## src/hdl/bus_timeout_map.vh

```
// Summary of operation
// (RULE_01) The cache-present bit 5 of system_configuration reads 0 while the instruction cache is not working and 1 while it is enabled and working.
// (RULE_02) Software writing system_configuration always writes zero into reserved bit 4, which is readable and writable.
// (RULE_03) Bits 15-6 of system_configuration read the fixed pattern 1000001000 and bits 3-0 read zero; neither can be written.
// (RULE_04) With the peripheral time-out enabled, a CPU or DMA access to a disabled or idle peripheral left unacknowledged for 512 cycles returns a time-out error to that master.
// (RULE_05) A time-out error seen by the CPU becomes a CPU bus error that raises the bus error interrupt.
// (RULE_06) A time-out error returned to the DMA controller sets its time-out status flag and signals an error that the CPU can service.
// (RULE_07) Bit 1 of timeout_control, read/write and reset to 0, enables a time-out error for an external memory access stalled 512 cycles.
// (RULE_08) Bit 0 of timeout_control, read/write and reset to 1, enables time-out errors for stalled accesses to disabled or idle peripherals.
// (RULE_09) Software should leave the external memory time-out disabled because it may cause unexpected results.
// (RULE_10) A time-out during a peripheral register access sets the peripheral time-out flag at bit 12 of the expansion-port error register.
// (RULE_11) A time-out of any access to external memory sets the external memory time-out flag at bit 12 of the data-port error register.
// (RULE_12) The peripheral time-out enable is bit 0 of timeout_control, and a stall counter clears whenever its access is acknowledged.
`ifndef BUS_TIMEOUT_MAP_VH
`define BUS_TIMEOUT_MAP_VH

// ----------------------------------------------------------------
// register indices (byte address is four times the index)
// ----------------------------------------------------------------
`define IDX_SYS_CONFIG      16'h07FD
`define IDX_TIMEOUT_CTRL    16'h9000
`define IDX_XPORT_ERR       16'h0102
`define IDX_DPORT_ERR       16'h0202
`define IDX_IRQ_STATUS      16'h9001
`define IDX_IRQ_MASK        16'h9002

// ----------------------------------------------------------------
// field positions and reset values
// ----------------------------------------------------------------
`define CFG_FIXED_PATTERN   10'h208
`define CFG_FIXED_LSB       6
`define CFG_INSTRUCTION_CACHE_BIT      5
`define CFG_RSVD_RW_BIT     4
`define CFG_RSVD_RW_RESET   1'b0
`define TOC_PERIPH_EN_BIT   0
`define TOC_EXTMEM_EN_BIT   1
`define TOC_PERIPH_EN_RESET 1'b1
`define TOC_EXTMEM_EN_RESET 1'b0
`define ERR_FLAG_BIT        12

// irq status / mask bit layout
`define IRQ_W               4
`define IRQ_CPU_BUS_ERROR_IRQ        0
`define IRQ_DMA_TIMEOUT     1
`define IRQ_PERIPH_TO       2
`define IRQ_EXTMEM_TO       3
`define IRQ_MASK_RESET      4'h0

// external memory requester codes
`define MST_CPU             2'h0
`define MST_DMA             2'h1

// ----------------------------------------------------------------
// timing
// ----------------------------------------------------------------
`define TIMEOUT_CYCLES      512
`define TIMEOUT_CNT_W       10

`endif

```

## src/hdl/stall_counter.v

```verilog
`timescale 1ns/1ns
`default_nettype none

// counts stalled cycles of one access, fires once at the limit
module stall_counter #(
    parameter LIMIT = 512,
    parameter CW    = 10
) (
    // clock and reset
    input  wire clk_i,
    input  wire rst_i,
    // access state
    input  wire en_i,
    input  wire req_i,
    input  wire ack_i,
    // one-cycle time-out pulse
    output reg  fire_o
);

    // last count index, cut to the counter width on purpose
    localparam integer  LAST_I = LIMIT - 1;
    localparam [CW-1:0] LAST   = LAST_I[CW-1:0];

    reg [CW-1:0] cnt;
    reg          done;

    // clear on ack, idle or disable; single fire per stalled access
    always @(posedge clk_i) begin
        if (rst_i || !en_i || !req_i || ack_i) begin
            cnt    <= {CW{1'b0}}; // RULE_12
            done   <= 1'b0;
            fire_o <= 1'b0;
        end else if (!done) begin
            if (cnt == LAST) begin
                fire_o <= 1'b1; // RULE_04
                done   <= 1'b1;
            end else begin
                cnt    <= cnt + 1'b1;
                fire_o <= 1'b0;
            end
        end else begin
            fire_o <= 1'b0;
        end
    end

endmodule

`default_nettype wire

```

## src/hdl/event_flags.v

```verilog
`timescale 1ns/1ns
`default_nettype none

// sticky event bits, write-one-to-clear, set wins over clear
module event_flags #(
    parameter W = 4
) (
    // clock and reset
    input  wire         clk_i,
    input  wire         rst_i,
    // events and clears
    input  wire [W-1:0] set_i,
    input  wire [W-1:0] clr_i,
    // sticky state
    output reg  [W-1:0] flags_o
);

    // set has priority so no event is lost in the clearing cycle
    always @(posedge clk_i) begin
        if (rst_i) begin
            flags_o <= {W{1'b0}};
        end else begin
            flags_o <= (flags_o & ~clr_i) | set_i;
        end
    end

endmodule

`default_nettype wire

```

## src/hdl/bus_timeout_and_sys_config.v

```verilog
`timescale 1ns/1ns
`default_nettype none
`include "bus_timeout_map.vh"

module bus_timeout_and_sys_config #(
    parameter LIMIT = `TIMEOUT_CYCLES,
    parameter CW    = `TIMEOUT_CNT_W
) (
    // clock and reset
    input  wire        clk_i,
    input  wire        rst_i,
    // wishbone slave
    input  wire        cyc_i,
    input  wire        stb_i,
    input  wire        we_i,
    input  wire [17:0] adr_i,
    input  wire [3:0]  sel_i,
    input  wire [31:0] dat_i,
    output reg  [31:0] dat_o,
    output reg         ack_o,
    // instruction cache state
    input  wire        instruction_cache_working_i,
    // cpu access to disabled or idle peripheral
    input  wire        cpu_periph_req_i,
    input  wire        cpu_periph_ack_i,
    // dma access to disabled or idle peripheral
    input  wire        dma_periph_req_i,
    input  wire        dma_periph_ack_i,
    // access through external memory interface
    input  wire        ext_mem_req_i,
    input  wire        ext_mem_ack_i,
    input  wire [1:0]  ext_mem_master_i,
    // time-out errors toward masters
    output reg         cpu_timeout_err_o,
    output reg         dma_timeout_err_o,
    output reg         ext_mem_timeout_err_o,
    // interrupts
    output reg         bus_error_irq_o,
    output reg         irq_o
);

    // ----------------------------------------------------------------
    // address decode
    // ----------------------------------------------------------------
    localparam [5:0] SEL_CFG  = 6'h01;
    localparam [5:0] SEL_TOC  = 6'h02;
    localparam [5:0] SEL_EXPANSION_PORT_ERROR_REG = 6'h04;
    localparam [5:0] SEL_DATA_PORT_ERROR_REG = 6'h08;
    localparam [5:0] SEL_STAT = 6'h10;
    localparam [5:0] SEL_MASK = 6'h20;
    localparam [5:0] SEL_NONE = 6'h00;

    // one-hot register select from a word index
    function [5:0] reg_sel;
        input [15:0] idx;
        begin
            case (idx)
                `IDX_SYS_CONFIG:   reg_sel = SEL_CFG;
                `IDX_TIMEOUT_CTRL: reg_sel = SEL_TOC;
                `IDX_XPORT_ERR:    reg_sel = SEL_EXPANSION_PORT_ERROR_REG;
                `IDX_DPORT_ERR:    reg_sel = SEL_DATA_PORT_ERROR_REG;
                `IDX_IRQ_STATUS:   reg_sel = SEL_STAT;
                `IDX_IRQ_MASK:     reg_sel = SEL_MASK;
                default:           reg_sel = SEL_NONE;
            endcase
        end
    endfunction

    wire [5:0]  rsel   = reg_sel(adr_i[17:2]);
    wire        wr_go  = cyc_i & stb_i & we_i & ack_o;
    wire [15:0] wr_dat = dat_i[15:0];

    // ----------------------------------------------------------------
    // software registers
    // ----------------------------------------------------------------
    reg             cfg_rsvd_bit;
    reg             instruction_cache_ok_flag;
    reg             periph_timeout_en;
    reg             ext_mem_timeout_en;
    reg [`IRQ_W-1:0] irq_mask;
    wire [`IRQ_W-1:0] irq_status;

    // writes take effect at the edge where ack is sampled
    always @(posedge clk_i) begin
        if (rst_i) begin
            cfg_rsvd_bit       <= `CFG_RSVD_RW_RESET;
            periph_timeout_en  <= `TOC_PERIPH_EN_RESET; // RULE_08
            ext_mem_timeout_en <= `TOC_EXTMEM_EN_RESET; // RULE_07
            irq_mask           <= `IRQ_MASK_RESET;
        end else if (wr_go && sel_i[0]) begin
            if (rsel == SEL_CFG) begin
                cfg_rsvd_bit <= wr_dat[`CFG_RSVD_RW_BIT]; // RULE_02
            end
            if (rsel == SEL_TOC) begin
                periph_timeout_en  <= wr_dat[`TOC_PERIPH_EN_BIT]; // RULE_12
                ext_mem_timeout_en <= wr_dat[`TOC_EXTMEM_EN_BIT]; // RULE_07
            end
            if (rsel == SEL_MASK) begin
                irq_mask <= wr_dat[`IRQ_W-1:0];
            end
        end
    end

    // cache state sampled into the configuration register
    always @(posedge clk_i) begin
        if (rst_i) begin
            instruction_cache_ok_flag <= 1'b0;
        end else begin
            instruction_cache_ok_flag <= instruction_cache_working_i; // RULE_01
        end
    end

    // ----------------------------------------------------------------
    // stall monitors
    // ----------------------------------------------------------------
    wire cpu_fire;
    wire dma_fire;
    wire ext_fire;

    stall_counter #(.LIMIT(LIMIT), .CW(CW)) u_cpu_mon (
        .clk_i  (clk_i),
        .rst_i  (rst_i),
        .en_i   (periph_timeout_en),
        .req_i  (cpu_periph_req_i),
        .ack_i  (cpu_periph_ack_i),
        .fire_o (cpu_fire)
    );

    stall_counter #(.LIMIT(LIMIT), .CW(CW)) u_dma_mon (
        .clk_i  (clk_i),
        .rst_i  (rst_i),
        .en_i   (periph_timeout_en),
        .req_i  (dma_periph_req_i),
        .ack_i  (dma_periph_ack_i),
        .fire_o (dma_fire)
    );

    stall_counter #(.LIMIT(LIMIT), .CW(CW)) u_ext_mon (
        .clk_i  (clk_i),
        .rst_i  (rst_i),
        .en_i   (ext_mem_timeout_en),
        .req_i  (ext_mem_req_i),
        .ack_i  (ext_mem_ack_i),
        .fire_o (ext_fire)
    );

    // ext master latched while its access is pending
    reg [1:0] ext_owner;

    always @(posedge clk_i) begin
        if (rst_i) begin
            ext_owner <= `MST_CPU;
        end else if (ext_mem_req_i) begin
            ext_owner <= ext_mem_master_i;
        end
    end

    wire ext_to_cpu = ext_fire & (ext_owner == `MST_CPU);
    wire ext_to_dma = ext_fire & (ext_owner == `MST_DMA);

    // error pulses to the masters
    always @(posedge clk_i) begin
        if (rst_i) begin
            cpu_timeout_err_o     <= 1'b0;
            dma_timeout_err_o     <= 1'b0;
            ext_mem_timeout_err_o <= 1'b0;
        end else begin
            cpu_timeout_err_o     <= cpu_fire | ext_to_cpu; // RULE_04
            dma_timeout_err_o     <= dma_fire | ext_to_dma; // RULE_06
            ext_mem_timeout_err_o <= ext_fire;              // RULE_07
        end
    end

    // ----------------------------------------------------------------
    // sticky flags and interrupt
    // ----------------------------------------------------------------
    reg  [`IRQ_W-1:0] ev_set;
    wire [`IRQ_W-1:0] ev_clr;

    // map monitor events onto status bits
    always @* begin
        ev_set = {`IRQ_W{1'b0}};
        ev_set[`IRQ_CPU_BUS_ERROR_IRQ]    = cpu_fire | ext_to_cpu; // RULE_05
        ev_set[`IRQ_DMA_TIMEOUT] = dma_fire | ext_to_dma; // RULE_06
        ev_set[`IRQ_PERIPH_TO]   = cpu_fire | dma_fire;   // RULE_10
        ev_set[`IRQ_EXTMEM_TO]   = ext_fire;              // RULE_11
    end

    assign ev_clr = (wr_go && sel_i[0] && rsel == SEL_STAT) ?
                    wr_dat[`IRQ_W-1:0] : {`IRQ_W{1'b0}};

    event_flags #(.W(`IRQ_W)) u_flags (
        .clk_i   (clk_i),
        .rst_i   (rst_i),
        .set_i   (ev_set),
        .clr_i   (ev_clr),
        .flags_o (irq_status)
    );

    // level interrupts from unmasked status
    always @(posedge clk_i) begin
        if (rst_i) begin
            bus_error_irq_o <= 1'b0;
            irq_o           <= 1'b0;
        end else begin
            bus_error_irq_o <= irq_status[`IRQ_CPU_BUS_ERROR_IRQ] & irq_mask[`IRQ_CPU_BUS_ERROR_IRQ]; // RULE_05
            irq_o           <= |(irq_status & irq_mask);
        end
    end

    // ----------------------------------------------------------------
    // read mux and acknowledge
    // ----------------------------------------------------------------
    reg [15:0] rd_word;

    always @* begin
        rd_word = 16'h0000;
        case (rsel)
            SEL_CFG: begin
                rd_word[15:`CFG_FIXED_LSB]  = `CFG_FIXED_PATTERN; // RULE_03
                rd_word[`CFG_INSTRUCTION_CACHE_BIT]    = instruction_cache_ok_flag;     // RULE_01
                rd_word[`CFG_RSVD_RW_BIT]   = cfg_rsvd_bit;
            end
            SEL_TOC: begin
                rd_word[`TOC_PERIPH_EN_BIT] = periph_timeout_en;
                rd_word[`TOC_EXTMEM_EN_BIT] = ext_mem_timeout_en;
            end
            SEL_EXPANSION_PORT_ERROR_REG: rd_word[`ERR_FLAG_BIT] = irq_status[`IRQ_PERIPH_TO]; // RULE_10
            SEL_DATA_PORT_ERROR_REG: rd_word[`ERR_FLAG_BIT] = irq_status[`IRQ_EXTMEM_TO]; // RULE_11
            SEL_STAT: rd_word[`IRQ_W-1:0]    = irq_status;
            SEL_MASK: rd_word[`IRQ_W-1:0]    = irq_mask;
            default:  rd_word = 16'h0000;
        endcase
    end

    // one-wait-state ack, unmapped addresses ack with zero
    always @(posedge clk_i) begin
        if (rst_i) begin
            ack_o <= 1'b0;
            dat_o <= 32'h00000000;
        end else begin
            ack_o <= cyc_i & stb_i & ~ack_o;
            if (cyc_i && stb_i && !ack_o && !we_i) begin
                dat_o <= {16'h0000, rd_word};
            end
        end
    end

endmodule

`default_nettype wire

```

## config.mk

```make
export PLATFORM = sky130hd
export DESIGN_NAME = bus_timeout_and_sys_config
export DESIGN_NICKNAME = d
export VERILOG_FILES = /design/src/hdl/stall_counter.v /design/src/hdl/event_flags.v /design/src/hdl/bus_timeout_and_sys_config.v
export VERILOG_INCLUDE_DIRS = /design/src /design/src/hdl
export SDC_FILE = /design/constraint.sdc
export NUM_CORES = 1
export LEC_CHECK = 0
export ABC_AREA = 1
export BUFFER_PORTS_ARGS = -buffer_cell sky130_fd_sc_hd__buf_4
export CAP_MARGIN = 20
export CORE_MARGIN = 2
export CORE_UTILIZATION = 51
export DETAILED_ROUTE_END_ITERATION = 7
export PLACE_DENSITY = 0.8
export SYNTH_ARGS = -nofsm -noshare
export SYNTH_HDL_FRONTEND = slang
export SYNTH_SLANG_ARGS = --single-unit
```

## constraint.sdc

```tcl
create_clock -name clk_i -period 1.9 [get_ports clk_i]
set_input_delay 0.38 -clock clk_i [delete_from_list [all_inputs] [get_ports clk_i]]
set_output_delay 0.38 -clock clk_i [all_outputs]
set_load 0.02 [all_outputs]
```

Yosys cells after proc, flatten, opt, wreduce, memory -nomap -nowiden. Cells that the tools add are included.

$add $sub $neg: 3. Equality and inequality tests: 16. Multiplexer cells: 13. Bitwise operators: 21. Reduce and logical (&&, ||, !) cells: 31.

Operators with widths (number): $eq A16 B16 Y1 const B (3); $pmux W6 S6 (1); $add A10 B1 Y10 const B (3); $eq A10 B9 Y1 const B (3); $eq A16 B10 Y1 const B (1); $eq A16 B11 Y1 const B (1); $eq A16 B9 Y1 const B (1); $reduce_and A2 Y1 (6); $and A4 B4 Y4 (2); $logic_or A1 B1 Y1 (8); $and A1 B1 Y1 (7); $logic_not A1 Y1 (7); $not A1 Y1 (7); $eq A6 B1 Y1 const B (1); $eq A6 B2 Y1 const B (1); $eq A6 B3 Y1 const B (1); $eq A6 B4 Y1 const B (1); $eq A6 B5 Y1 const B (1); $eq A6 B6 Y1 const B (1); $mux W1 (6); $mux W6 (1); $pmux W2 S3 (1); $reduce_or A2 Y1 (3); $logic_and A1 B1 Y1 (5); 10 further kinds (12).

Flip-flop bits (word level): 72.

Logic depth before layout (Yosys ltp). Gate-level depths: netlist of run 1.

Word-level depth: 9. Depth in mapped cells: 10. Mapped depth without buffers: 10.

Modules after synthesis. Synthesis of run 1 repeated with hierarchy kept, for this count alone.

Cells, all modules: 518. Area total of the unflattened synthesis: 3418.3 um^2.

Modules (own cells, without submodules): stall_counter (times used 3, cells an instance 98, area each 624.3 um^2); bus_timeout_and_sys_config (times used 1, cells an instance 204, area each 1400.1 um^2); event_flags (times used 1, cells an instance 20, area each 145.1 um^2).

Worst setup path after synthesis of run 1. No wires, ideal clock.

Kind: register to register. Start: reg u_cpu_mon.cnt[0]. End: reg u_cpu_mon.cnt[6]. Arrival time: 1.262 ns. Required time: 1.785 ns. Setup slack: 0.523 ns. Cell stages (with the launch flop): 10. Clock period less this slack: 1.377 ns. Cell sequence: dfxtp_1 ha_1 inv_1 nor3_2 nand3_2 nand2_4 inv_4 buf_6 a21oi_1 nor2_1.

Word-level cells in the longest chain between the ends: 3.

Ends and longest elaborated chain: from (decl) (line stall_counter.v:24) `reg [CW-1:0] cnt;`; from (signal assigned) (line stall_counter.v:30) `cnt <= {CW{1'b0}};`; from (signal assigned) (line stall_counter.v:38) `cnt <= cnt + 1'b1;`; parallel branches: the longest is 3 deep, another holds $add A10 B1 Y10.

Several ways; the timed one is not identified. A chain may end at the register's enable or synchronous reset.

Final worst setup path of run 1.
Start: reg u_dma_mon.cnt[0]. End: reg u_dma_mon.cnt[9].

Word-level cells in the longest chain between the ends: 3.

Ends and longest elaborated chain (line): from (decl) (stall_counter.v:24); from (signal assigned) (stall_counter.v:30); from (signal assigned) (stall_counter.v:38); parallel branches: the longest is 3 deep, another holds $add A10 B1 Y10.

Several ways; the timed one is not identified.

==> results.yml, run 1 <==
routing:
  routedWlPerCell_um: 11.4
  drt-total-wl_mm: 7.03
  num_vias: 3080
  drt_pre_antenna_iters: 4
  drt-vias-per-instance: 5.01
  antenna_violating_nets_post_route: 0
  drt_iter0_drc: 135
  drt_drc_violations_left: 0
cts:
  hold_buffer_count_at_cts: 0
  cts_root_buf: "sky130_fd_sc_hd__clkbuf_8"
  post_cts_buffers: 0
  tritoncts_sinks: 64
  cts_inserted_buffers: 9
  htreeDepth: 3
  cts_tree: "built"
  ctsLongestPathBuffers: 2
  cts.clk_slew.worst_paths_ns: 0.07
  ctsResizeCount: 0
  clock_latency_ns: 0.34
timing:
  timing.setup.tns_ns: 0
  final-setup-viol-count: 0
  period_needed_ns: 1.71
  timing.fmax_mhz: 586
  rsz0062_at_grt: "no"
  period_share_pct: 89.9
  timing.final.max_slew_violations: 0
  report.final.hold_viol_count: 0
  clock_skew_ns: 0.00543
critical_path:
  critPathRequiredTime_ns: 2.12
  critical_path.top_delay_family: "simple AND/OR/NAND/NOR gates"
  cp_slowest_stage_delay_ns: 0.39
  critical_path_class: "reg2reg"
  end_kind: "register"
  crit_path_max_fanout: 12
  worst-path-buf-inv: 1
  startpoint_types: "register"
  worst_ep_arrival_time_ns: 1.93
  cpMaxStageDelayCell: "sky130_fd_sc_hd__dfxtp_1"
  crit_chain: "ha_1, and3_1, nand3_1, nand2_1, inv_2, o21ai_0, a21oi_1"
logic_synthesis:
  synth-xor-area-share_pct: 2.92
  syn-mean-instance-area_um2: 6.91
  ys_types: 33
  yosysWarnings: 0
  number_of_synthesized_flops_with_an_enable_pin: 0
  simple_gate_area_share_of_the_yosys_netlist_pct: 33.1
  synth-compound-area-share_pct: 9.96
  part_of_the_yosys_area_used_for_sequential_elements_pct: 38.8
  async_reset_ff_share_pct: 0
  synth.largest_area_cell: "sky130_fd_sc_hd__dfxtp_1"
  largest_family_of_logic_cells_by_synthesized_area: "simple AND/OR/NAND/NOR gates"
  muxShareOfSynthArea_pct: 0
  yosysTopAreaCellShare_pct: 38.8
  synthesis.area_um2: 3300
  synth.top_cells.by_area: "sky130_fd_sc_hd__dfxtp_1, sky130_fd_sc_hd__nand2_1, sky130_fd_sc_hd__inv_1"
  synth_fa_ha_area_share_pct: 1.14
  postSynth.topFlopCell: "sky130_fd_sc_hd__dfxtp_1"
  synthCells: 478
  synth.ff_latch_count: 64
power:
  cellLeakagePower_nw: 1.63
  design_power_total_mw: 2.75
  cellPowerDensity_nw_per_um2: 711
  peakVddDrop_v: 0.000598
die:
  ios: 106
  die_area_um2: 7140
  floorplan.initialDensity_pct: 52.3
  die_width_um: 84.5
  fp.coreArea_um2: 6310
  floorplan.die.height_um: 84.5
  placement_rows: 29
grt:
  antenna_violations_before_repair: 0
  grt_first_pass_wirelength_mm: 11.9
  overflow: 0
  first_global_vias: 2903
  total_global_routing_track_utilization_pct: 20.3
  grt_start_max_net_pins: 20
layout:
  final_util_pct: 61.3
  layout_common_cells: "sky130_fd_sc_hd__nand2_1, sky130_fd_sc_hd__dfxtp_1, sky130_fd_sc_hd__inv_1, sky130_fd_sc_hd__nor2_1, sky130_fd_sc_hd__buf_4"
  final_layout_size_suffix_gt1_share_pct: 16.4
  nNetsFinal: 605
  layout.cells.most_common: "sky130_fd_sc_hd__nand2_1"
  syn_to_final_growth_pct: 17.0
  antennaDiodeCount: 0
  layoutNonFillerInstCount: 615
placed_design:
  dp.cells: 600
  routability_cong: 0.861
  port_buffers: 50
  place_hpwl_mm: 5.19
job:
  maxCapViolCount: 0
min_path:
  worst_hold_path_type: "in2reg"
outcome:
  status: "completed"
-- final cells by class --
class | count | area, um^2
sequential | 64 | 1280
clock inverter | 3 | 40.0
inverter | 66 | 253
clock buffer | 12 | 165
multi-input combinational | 341 | 1640
fill | 592 | 2450
tap | 77 | 96.3
timing repair buffer | 52 | 390
-- worst paths after layout --
path | from | to | slack, ns | depth (start not counted)
hold / removal | instruction_cache_working_i | instruction_cache_ok_flag$_SDFF_PP0_ | 0.23 | 3
hold reg to reg | u_cpu_mon.done$_SDFF_PP0_ | u_cpu_mon.fire_o$_SDFF_PP0_ | 0.42 | 1
setup / recovery | u_dma_mon.cnt[0]$_SDFFE_PP0P_ | u_dma_mon.cnt[9]$_SDFFE_PP0P_ | 0.19 | 7
setup reg to reg | u_dma_mon.cnt[0]$_SDFFE_PP0P_ | u_dma_mon.cnt[9]$_SDFFE_PP0P_ | 0.19 | 7
-- sequential cells by signal, indices dropped and copies added, names as in the netlist, 2 cells and up --
register         cells
dat_o                8
ext_owner            2
irq_mask             4
u_dma_mon.cnt       10
u_cpu_mon.cnt       10
u_ext_mon.cnt       10
u_flags.flags_o      4
-- power by group --
part | internal [mW] | switching [mW]
logic | 0.0717 | 0.117
clock network | 0.701 | 0.503
registers | 1.35 | 0.00593
-- through the flow --
stage,instance area [um^2],worst slack (ns),hold WS [ns]
6_report,3870,0.193,0.235
2_1_floorplan,3390,0.523,0.398
5_1_grt,3870,0.000734,0.250
3_3_place_gp,3660,0.259,0.409
3_5_place_dp,3660,0.204,0.414
4_1_cts,3870,0.190,0.227
-- worst register-to-register path, cell delays in order (launching register included) --
cell and delay [ns]:
sky130_fd_sc_hd__dfxtp_1 0.39, sky130_fd_sc_hd__ha_1 0.22, sky130_fd_sc_hd__and3_1 0.24, sky130_fd_sc_hd__nand3_1 0.09, sky130_fd_sc_hd__nand2_1 0.29, sky130_fd_sc_hd__inv_2 0.16
sky130_fd_sc_hd__o21ai_0 0.11, sky130_fd_sc_hd__a21oi_1 0.08
-- cells in the mapped netlist (6+ instances only) --
master and count:
sky130_fd_sc_hd__nand2_1 104, sky130_fd_sc_hd__dfxtp_1 64, sky130_fd_sc_hd__inv_1 63, sky130_fd_sc_hd__nor2_1 63
sky130_fd_sc_hd__nand3_1 38, sky130_fd_sc_hd__a21oi_1 31, sky130_fd_sc_hd__buf_4 25, sky130_fd_sc_hd__o21ai_0 23
sky130_fd_sc_hd__nor3_1 11, sky130_fd_sc_hd__xor2_1 8, sky130_fd_sc_hd__nand4_1 6, sky130_fd_sc_hd__nor2_2 6
-- layer usage --
| layer | part of all wire (%) | vias to the layer above | wire length (um) | track usage (%) |
|---|---|---|---|---|
| li1 | - | 1589 | - | - |
| met1 | 43 | 1392 | 3050 | 23.4 |
| met2 | 48 | 79 | 3370 | 33.9 |
| met3 | 5.7 | 20 | 398 | 4.52 |
| met4 | 3.0 | 0 | 210 | 13.3 |
| met5 | 0 | - | 0 | 0 |
-- kinds of logic (layout without fill, tap and decap cells) --
| family | Yosys count | count (layout) |
|---|---|---|
| XOR/XNOR | 11 | 11 |
| other | 1 | 23 |
| flip-flops | 64 | 64 |
| buffers and inverters | 95 | 133 |
| AND/OR/NAND/NOR | 242 | 242 |
| AO/OA/AOI/OAI | 62 | 62 |
| adder cells (fa/ha/maj) | 3 | 3 |
No activity file was read; power rests on OpenSTA's default activity.
==> inputs of run 2 (changes only) <==
--- a/config.mk
+++ b/config.mk
@@ -12,7 +12,8 @@
 export CORE_MARGIN = 2
 export CORE_UTILIZATION = 51
 export DETAILED_ROUTE_END_ITERATION = 7
-export PLACE_DENSITY = 0.8
+export PLACE_DENSITY_LB_ADDON = 0.1
+export RECOVER_POWER = 50
 export SYNTH_ARGS = -nofsm -noshare
 export SYNTH_HDL_FRONTEND = slang
 export SYNTH_SLANG_ARGS = --single-unit
==> results.yml, run 2 (same netlist as run 1, synthesis figures left out) <==
outcome:
  status: "completed"
critical_path:
  crit_path_max_fanout: 7
  crit_chain: "ha_1, and3_1, nand3_1, nand2_1, buf_4, o21ai_0, nand2_1, nor2_1"
  end_kind: "register"
  startpoint_types: "register"
  cpMaxStageDelayCell: "sky130_fd_sc_hd__dfxtp_1"
  crit_start: "u_dma_mon.cnt[0]$_SDFFE_PP0P_"
  critical_path.top_delay_family: "simple AND/OR/NAND/NOR gates"
  worst-path-buf-inv: 1
  critical_path_class: "reg2reg"
  cp_slowest_stage_delay_ns: 0.35
  critical_path.reg2reg.startpoint: "u_dma_mon.cnt[0]$_SDFFE_PP0P_"
  critPathMostFrequentCell: "sky130_fd_sc_hd__nand2_1"
  critPathRequiredTime_ns: 2.18
  worst_ep_arrival_time_ns: 1.89
die:
  placement_rows: 29
  die_area_um2: 7140
  die_width_um: 84.5
  floorplan.initialDensity_pct: 52.3
  fp.coreArea_um2: 6310
  ios: 106
  floorplan.die.height_um: 84.5
timing:
  timing.max_slew.rel_slack_pct: 42.4
  actual_slew_at_the_worst_max_slew_pin_ns: 0.864
  period_needed_ns: 1.62
  timing.fmax_mhz: 619
  clock_skew_ns: 0.00560
  timing.setup.tns_ns: 0
  final-setup-viol-count: 0
  report.final.hold_viol_count: 0
  period_share_pct: 85.1
  rsz0062_at_grt: "no"
  timing.final.max_slew_violations: 0
  hold-worst-slack_ns: 0.246
min_path:
  min-delay-start: "instruction_cache_working_i"
  worst_hold_path_type: "in2reg"
grt:
  antenna_violations_before_repair: 0
  grt_start_max_net_pins: 20
  globalRoute.busiestLayer: "met2"
  globalRouteMet2Util_pct: 32.5
  overflow: 0
  grt_first_pass_wirelength_mm: 11.6
  globalRouteMet3Util_pct: 5.31
  grt_util_met1_pct: 25.2
  first_global_vias: 2685
  total_global_routing_track_utilization_pct: 20.0
routing:
  num_vias: 3050
  drt_drc_violations_left: 0
  drt_iter0_drc: 131
  drt-total-wl_mm: 6.83
  antenna_violating_nets_post_route: 0
  drt_pre_antenna_iters: 4
  routedWlPerCell_um: 11.1
  drt-vias-per-instance: 4.96
cts:
  cts_root_buf: "sky130_fd_sc_hd__clkbuf_8"
  clock_latency_ns: 0.34
  tritoncts_sinks: 64
  cts_tree: "built"
  post_cts_buffers: 0
  cts_inserted_buffers: 9
  hold_buffer_count_at_cts: 0
  cts.clk_slew.worst_paths_ns: 0.07
  ctsResizeCount: 0
  htreeDepth: 3
  ctsLongestPathBuffers: 2
layout:
  layout.cells.most_common: "sky130_fd_sc_hd__nand2_1"
  layout_common_cells: "sky130_fd_sc_hd__nand2_1, sky130_fd_sc_hd__dfxtp_1, sky130_fd_sc_hd__inv_1, sky130_fd_sc_hd__nor2_1, sky130_fd_sc_hd__nand3_1"
  antennaDiodeCount: 0
  fillCellCount: 615
  nNetsFinal: 606
  layoutNonFillerInstCount: 615
  syn_to_final_growth_pct: 14.0
  final_layout_size_suffix_gt1_share_pct: 13.0
  biggestRegsByFlops: "u_cpu_mon.cnt (10), u_dma_mon.cnt (10), u_ext_mon.cnt (10)"
placed_design:
  routability_cong: 0.852
  dp.cells: 601
  port_buffers: 50
  place_hpwl_mm: 5.15
power:
  cellPowerDensity_nw_per_um2: 694
  cellLeakagePower_nw: 1.55
  peakVddDrop_v: 0.000519
job:
  maxCapViolCount: 0
-- run 2: cell types whose count changed in the layout (fill, tap and decap cells not counted), sizes merged --
cell	change
clkinv	+2
buf	-16
clkbuf	+14
-- run 2: path summary, 6_finish.rpt --
path | slack (ns) | to | depth (start not counted)
worst min-delay path | 0.25 | instruction_cache_ok_flag$_SDFF_PP0_ | 3
worst max-delay path | 0.28 | u_dma_mon.cnt[3]$_SDFFE_PP0P_ | 8
worst min register to register | 0.42 | u_dma_mon.fire_o$_SDFF_PP0_ | 1
worst max register to register | 0.28 | u_dma_mon.cnt[3]$_SDFFE_PP0P_ | 8
-- run 2: power by group --
group / total, mW / internal, mW / switching (mW) / leakage, nW
clock: 1.08 / 0.581 / 0.497 / 0.0945
combinational: 0.181 / 0.0659 / 0.115 / 0.934
sequential: 1.36 / 1.35 / 0.00554 / 0.517
-- run 2: metal layers --
layer,up-vias,wire length (um)
met4,0,97
met3,7,383
li1,1592,-
met2,77,3130
met1,1374,3220
met5,-,0
-- run 2: area by class of cell --
cell class                 count  area [um^2]  share of cell area, %
tap                           77         96.3                   2.56
clock inverter                 5         50.0                   1.33
inverter                      66          253                   6.71
sequential                    64         1280                   34.0
timing repair buffer          53          334                   8.86
clock buffer                   9          124                   3.29
multi-input combinational    341         1630                   43.3
-- run 2: worst reg2reg max path, delay by kind of cell, from the launching register on --
family / cells / cell delay [ns]
and+or+nand+nor: 5 / 0.62
DFF: 1 / 0.35
adders and majority gates: 1 / 0.24
buffers and inverters: 1 / 0.21
AOI/OAI and AO/OA: 1 / 0.15
-- run 2: through the flow --
stage	util [%]	total power [mW]	setup WS, ns	area, um^2
2_1_floorplan	-	1.52	0.523	3390
3_3_place_gp	58.1	1.57	0.300	3670
3_5_place_dp	58.1	1.57	0.271	3670
4_1_cts	60.9	2.66	0.279	3840
5_1_grt	59.7	2.73	0.110	3770
6_report	59.7	2.62	0.284	3770
==> inputs of run 3 (changes only) <==
--- a/config.mk
+++ b/config.mk
@@ -10,7 +10,7 @@
 export BUFFER_PORTS_ARGS = -buffer_cell sky130_fd_sc_hd__buf_4
 export CAP_MARGIN = 20
 export CORE_MARGIN = 2
-export CORE_UTILIZATION = 51
+export CORE_UTILIZATION = 55
 export DETAILED_ROUTE_END_ITERATION = 7
 export PLACE_DENSITY_LB_ADDON = 0.1
 export RECOVER_POWER = 50
==> constraint.sdc (replaced) <==
create_clock -name clk_i -period 2.1 [get_ports clk_i]
set_input_delay 0.42 -clock clk_i [delete_from_list [all_inputs] [get_ports clk_i]]
set_output_delay 0.42 -clock clk_i [all_outputs]
set_load 0.02 [all_outputs]
==> results.yml, run 3 (same netlist as run 1, synthesis figures left out) <==
grt:
  overflow: 0
  antenna_violations_before_repair: 0
  first_global_vias: 2715
  grt_first_pass_wirelength_mm: 11.5
  grt_start_max_net_pins: 20
  total_global_routing_track_utilization_pct: 22.4
layout:
  final_util_pct: 64.6
  layout_common_cells: "sky130_fd_sc_hd__nand2_1, sky130_fd_sc_hd__dfxtp_1, sky130_fd_sc_hd__inv_1, sky130_fd_sc_hd__nor2_1, sky130_fd_sc_hd__nand3_1"
  biggestRegsByFlops: "u_cpu_mon.cnt (10), u_dma_mon.cnt (10), u_ext_mon.cnt (10)"
  fillCellCount: 541
  final_layout_size_suffix_gt1_share_pct: 12.4
  layout.cells.most_common: "sky130_fd_sc_hd__nand2_1"
  nNetsFinal: 605
  multi_input_gate_area_um2: 1630
  seq_area_um2: 1280
  antennaDiodeCount: 0
  syn_to_final_growth_pct: 14.4
placed_design:
  routability_cong: 0.887
  pre_cts_slack_ns: 0.418
  place_hpwl_mm: 5.14
  port_buffers: 50
routing:
  routedWlPerCell_um: 11.0
  num_vias: 3027
  antenna_violating_nets_post_route: 0
  drt-vias-per-instance: 4.93
  drt_iter0_drc: 140
  drt-total-wl_mm: 6.76
  drt_pre_antenna_iters: 4
  drt_drc_violations_left: 0
die:
  die_width_um: 81.5
  ios: 106
  floorplan.die.height_um: 81.5
  fp.coreArea_um2: 5850
  placement_rows: 28
  die_area_um2: 6640
  floorplan.initialDensity_pct: 56.5
cts:
  ctsLongestPathBuffers: 2
  ctsResizeCount: 0
  cts_inserted_buffers: 9
  cts_tree: "built"
  tritoncts_sinks: 64
  cts.clk_slew.worst_paths_ns: 0.06
  hold_buffer_count_at_cts: 0
  cts_root_buf: "sky130_fd_sc_hd__clkbuf_8"
  post_cts_buffers: 0
  htreeDepth: 3
  clock_latency_ns: 0.34
critical_path:
  critical_path.top_delay_family: "simple AND/OR/NAND/NOR gates"
  worst-path-buf-inv: 1
  crit_chain: "ha_1, and3_1, nand3_1, nand2_1, inv_2, o21ai_0, a21oi_1"
  crit_path_max_fanout: 12
  critPathRequiredTime_ns: 2.32
  cpMaxStageDelayCell: "sky130_fd_sc_hd__dfxtp_1"
  end_kind: "register"
  startpoint_types: "register"
  cp_slowest_stage_delay_ns: 0.39
  critical_path_class: "reg2reg"
  r2r_slack_ns: 0.43
  worst_ep_arrival_time_ns: 1.89
power:
  cellPowerDensity_nw_per_um2: 649
  peakVddDrop_v: 0.000495
  cellLeakagePower_nw: 1.55
  design_power_total_mw: 2.45
timing:
  timing.fmax_mhz: 600
  period_share_pct: 79.4
  period_needed_ns: 1.67
  timing.final.max_slew_violations: 0
  actual_slew_at_the_worst_max_slew_pin_ns: 0.882
  report.final.hold_viol_count: 0
  layout_setup_ws_ns: 0.433
  clock_skew_ns: 0.00605
  final-setup-viol-count: 0
  timing.setup.tns_ns: 0
  timing.max_slew.rel_slack_pct: 41.2
  rsz0062_at_grt: "no"
outcome:
  status: "completed"
job:
  maxCapViolCount: 0
min_path:
  worst_hold_path_type: "in2reg"
[run 3: metal layers]
layer  routed length (um)  GRT usage, %  up-vias
met4                  189          12.9        0
met1                 3050          26.8     1328
met2                 3080          37.1       94
li1                     -             -     1587
met5                    0             0        -
met3                  442          4.73       18
[run 3: cell type report]
type | instances | share of cell area (%)
multi-input cells | 341 | 43.1
flip-flops and latches | 64 | 33.9
repair buffers | 52 | 8.54
inverters | 66 | 6.69
clock buffers | 13 | 4.21
well taps | 75 | 2.48
clock inverters | 3 | 1.06
[run 3: through the flow]
step / instances / hold slack (ns) / instance area (um^2)
finish: 614 / 0.286 / 3780
CTS: 614 / 0.274 / 3860
detailed placement: 598 / 0.408 / 3660
floorplan: 500 / 0.398 / 3390
global placement: 598 / 0.409 / 3660
global route: 614 / 0.298 / 3780
[run 3: worst paths after layout]
path	start	to	depth (start not counted)
max	u_dma_mon.cnt[0]$_SDFFE_PP0P_	u_dma_mon.cnt[9]$_SDFFE_PP0P_	7
min	instruction_cache_working_i	instruction_cache_ok_flag$_SDFF_PP0_	3
max reg2reg	u_dma_mon.cnt[0]$_SDFFE_PP0P_	u_dma_mon.cnt[9]$_SDFFE_PP0P_	7
min reg2reg	u_dma_mon.done$_SDFF_PP0_	u_dma_mon.fire_o$_SDFF_PP0_	1
[run 3: power breakdown]
group,internal (mW),switching [mW]
sequential,1.22,0.00494
clock,0.610,0.450
combinational,0.0594,0.105
total,1.89,0.561
[run 3: worst min-delay path, cell delays in order]
cell and delay [ns]:
sky130_fd_sc_hd__buf_4 0.07, sky130_fd_sc_hd__inv_1 0.03, sky130_fd_sc_hd__nor2_1 0.06
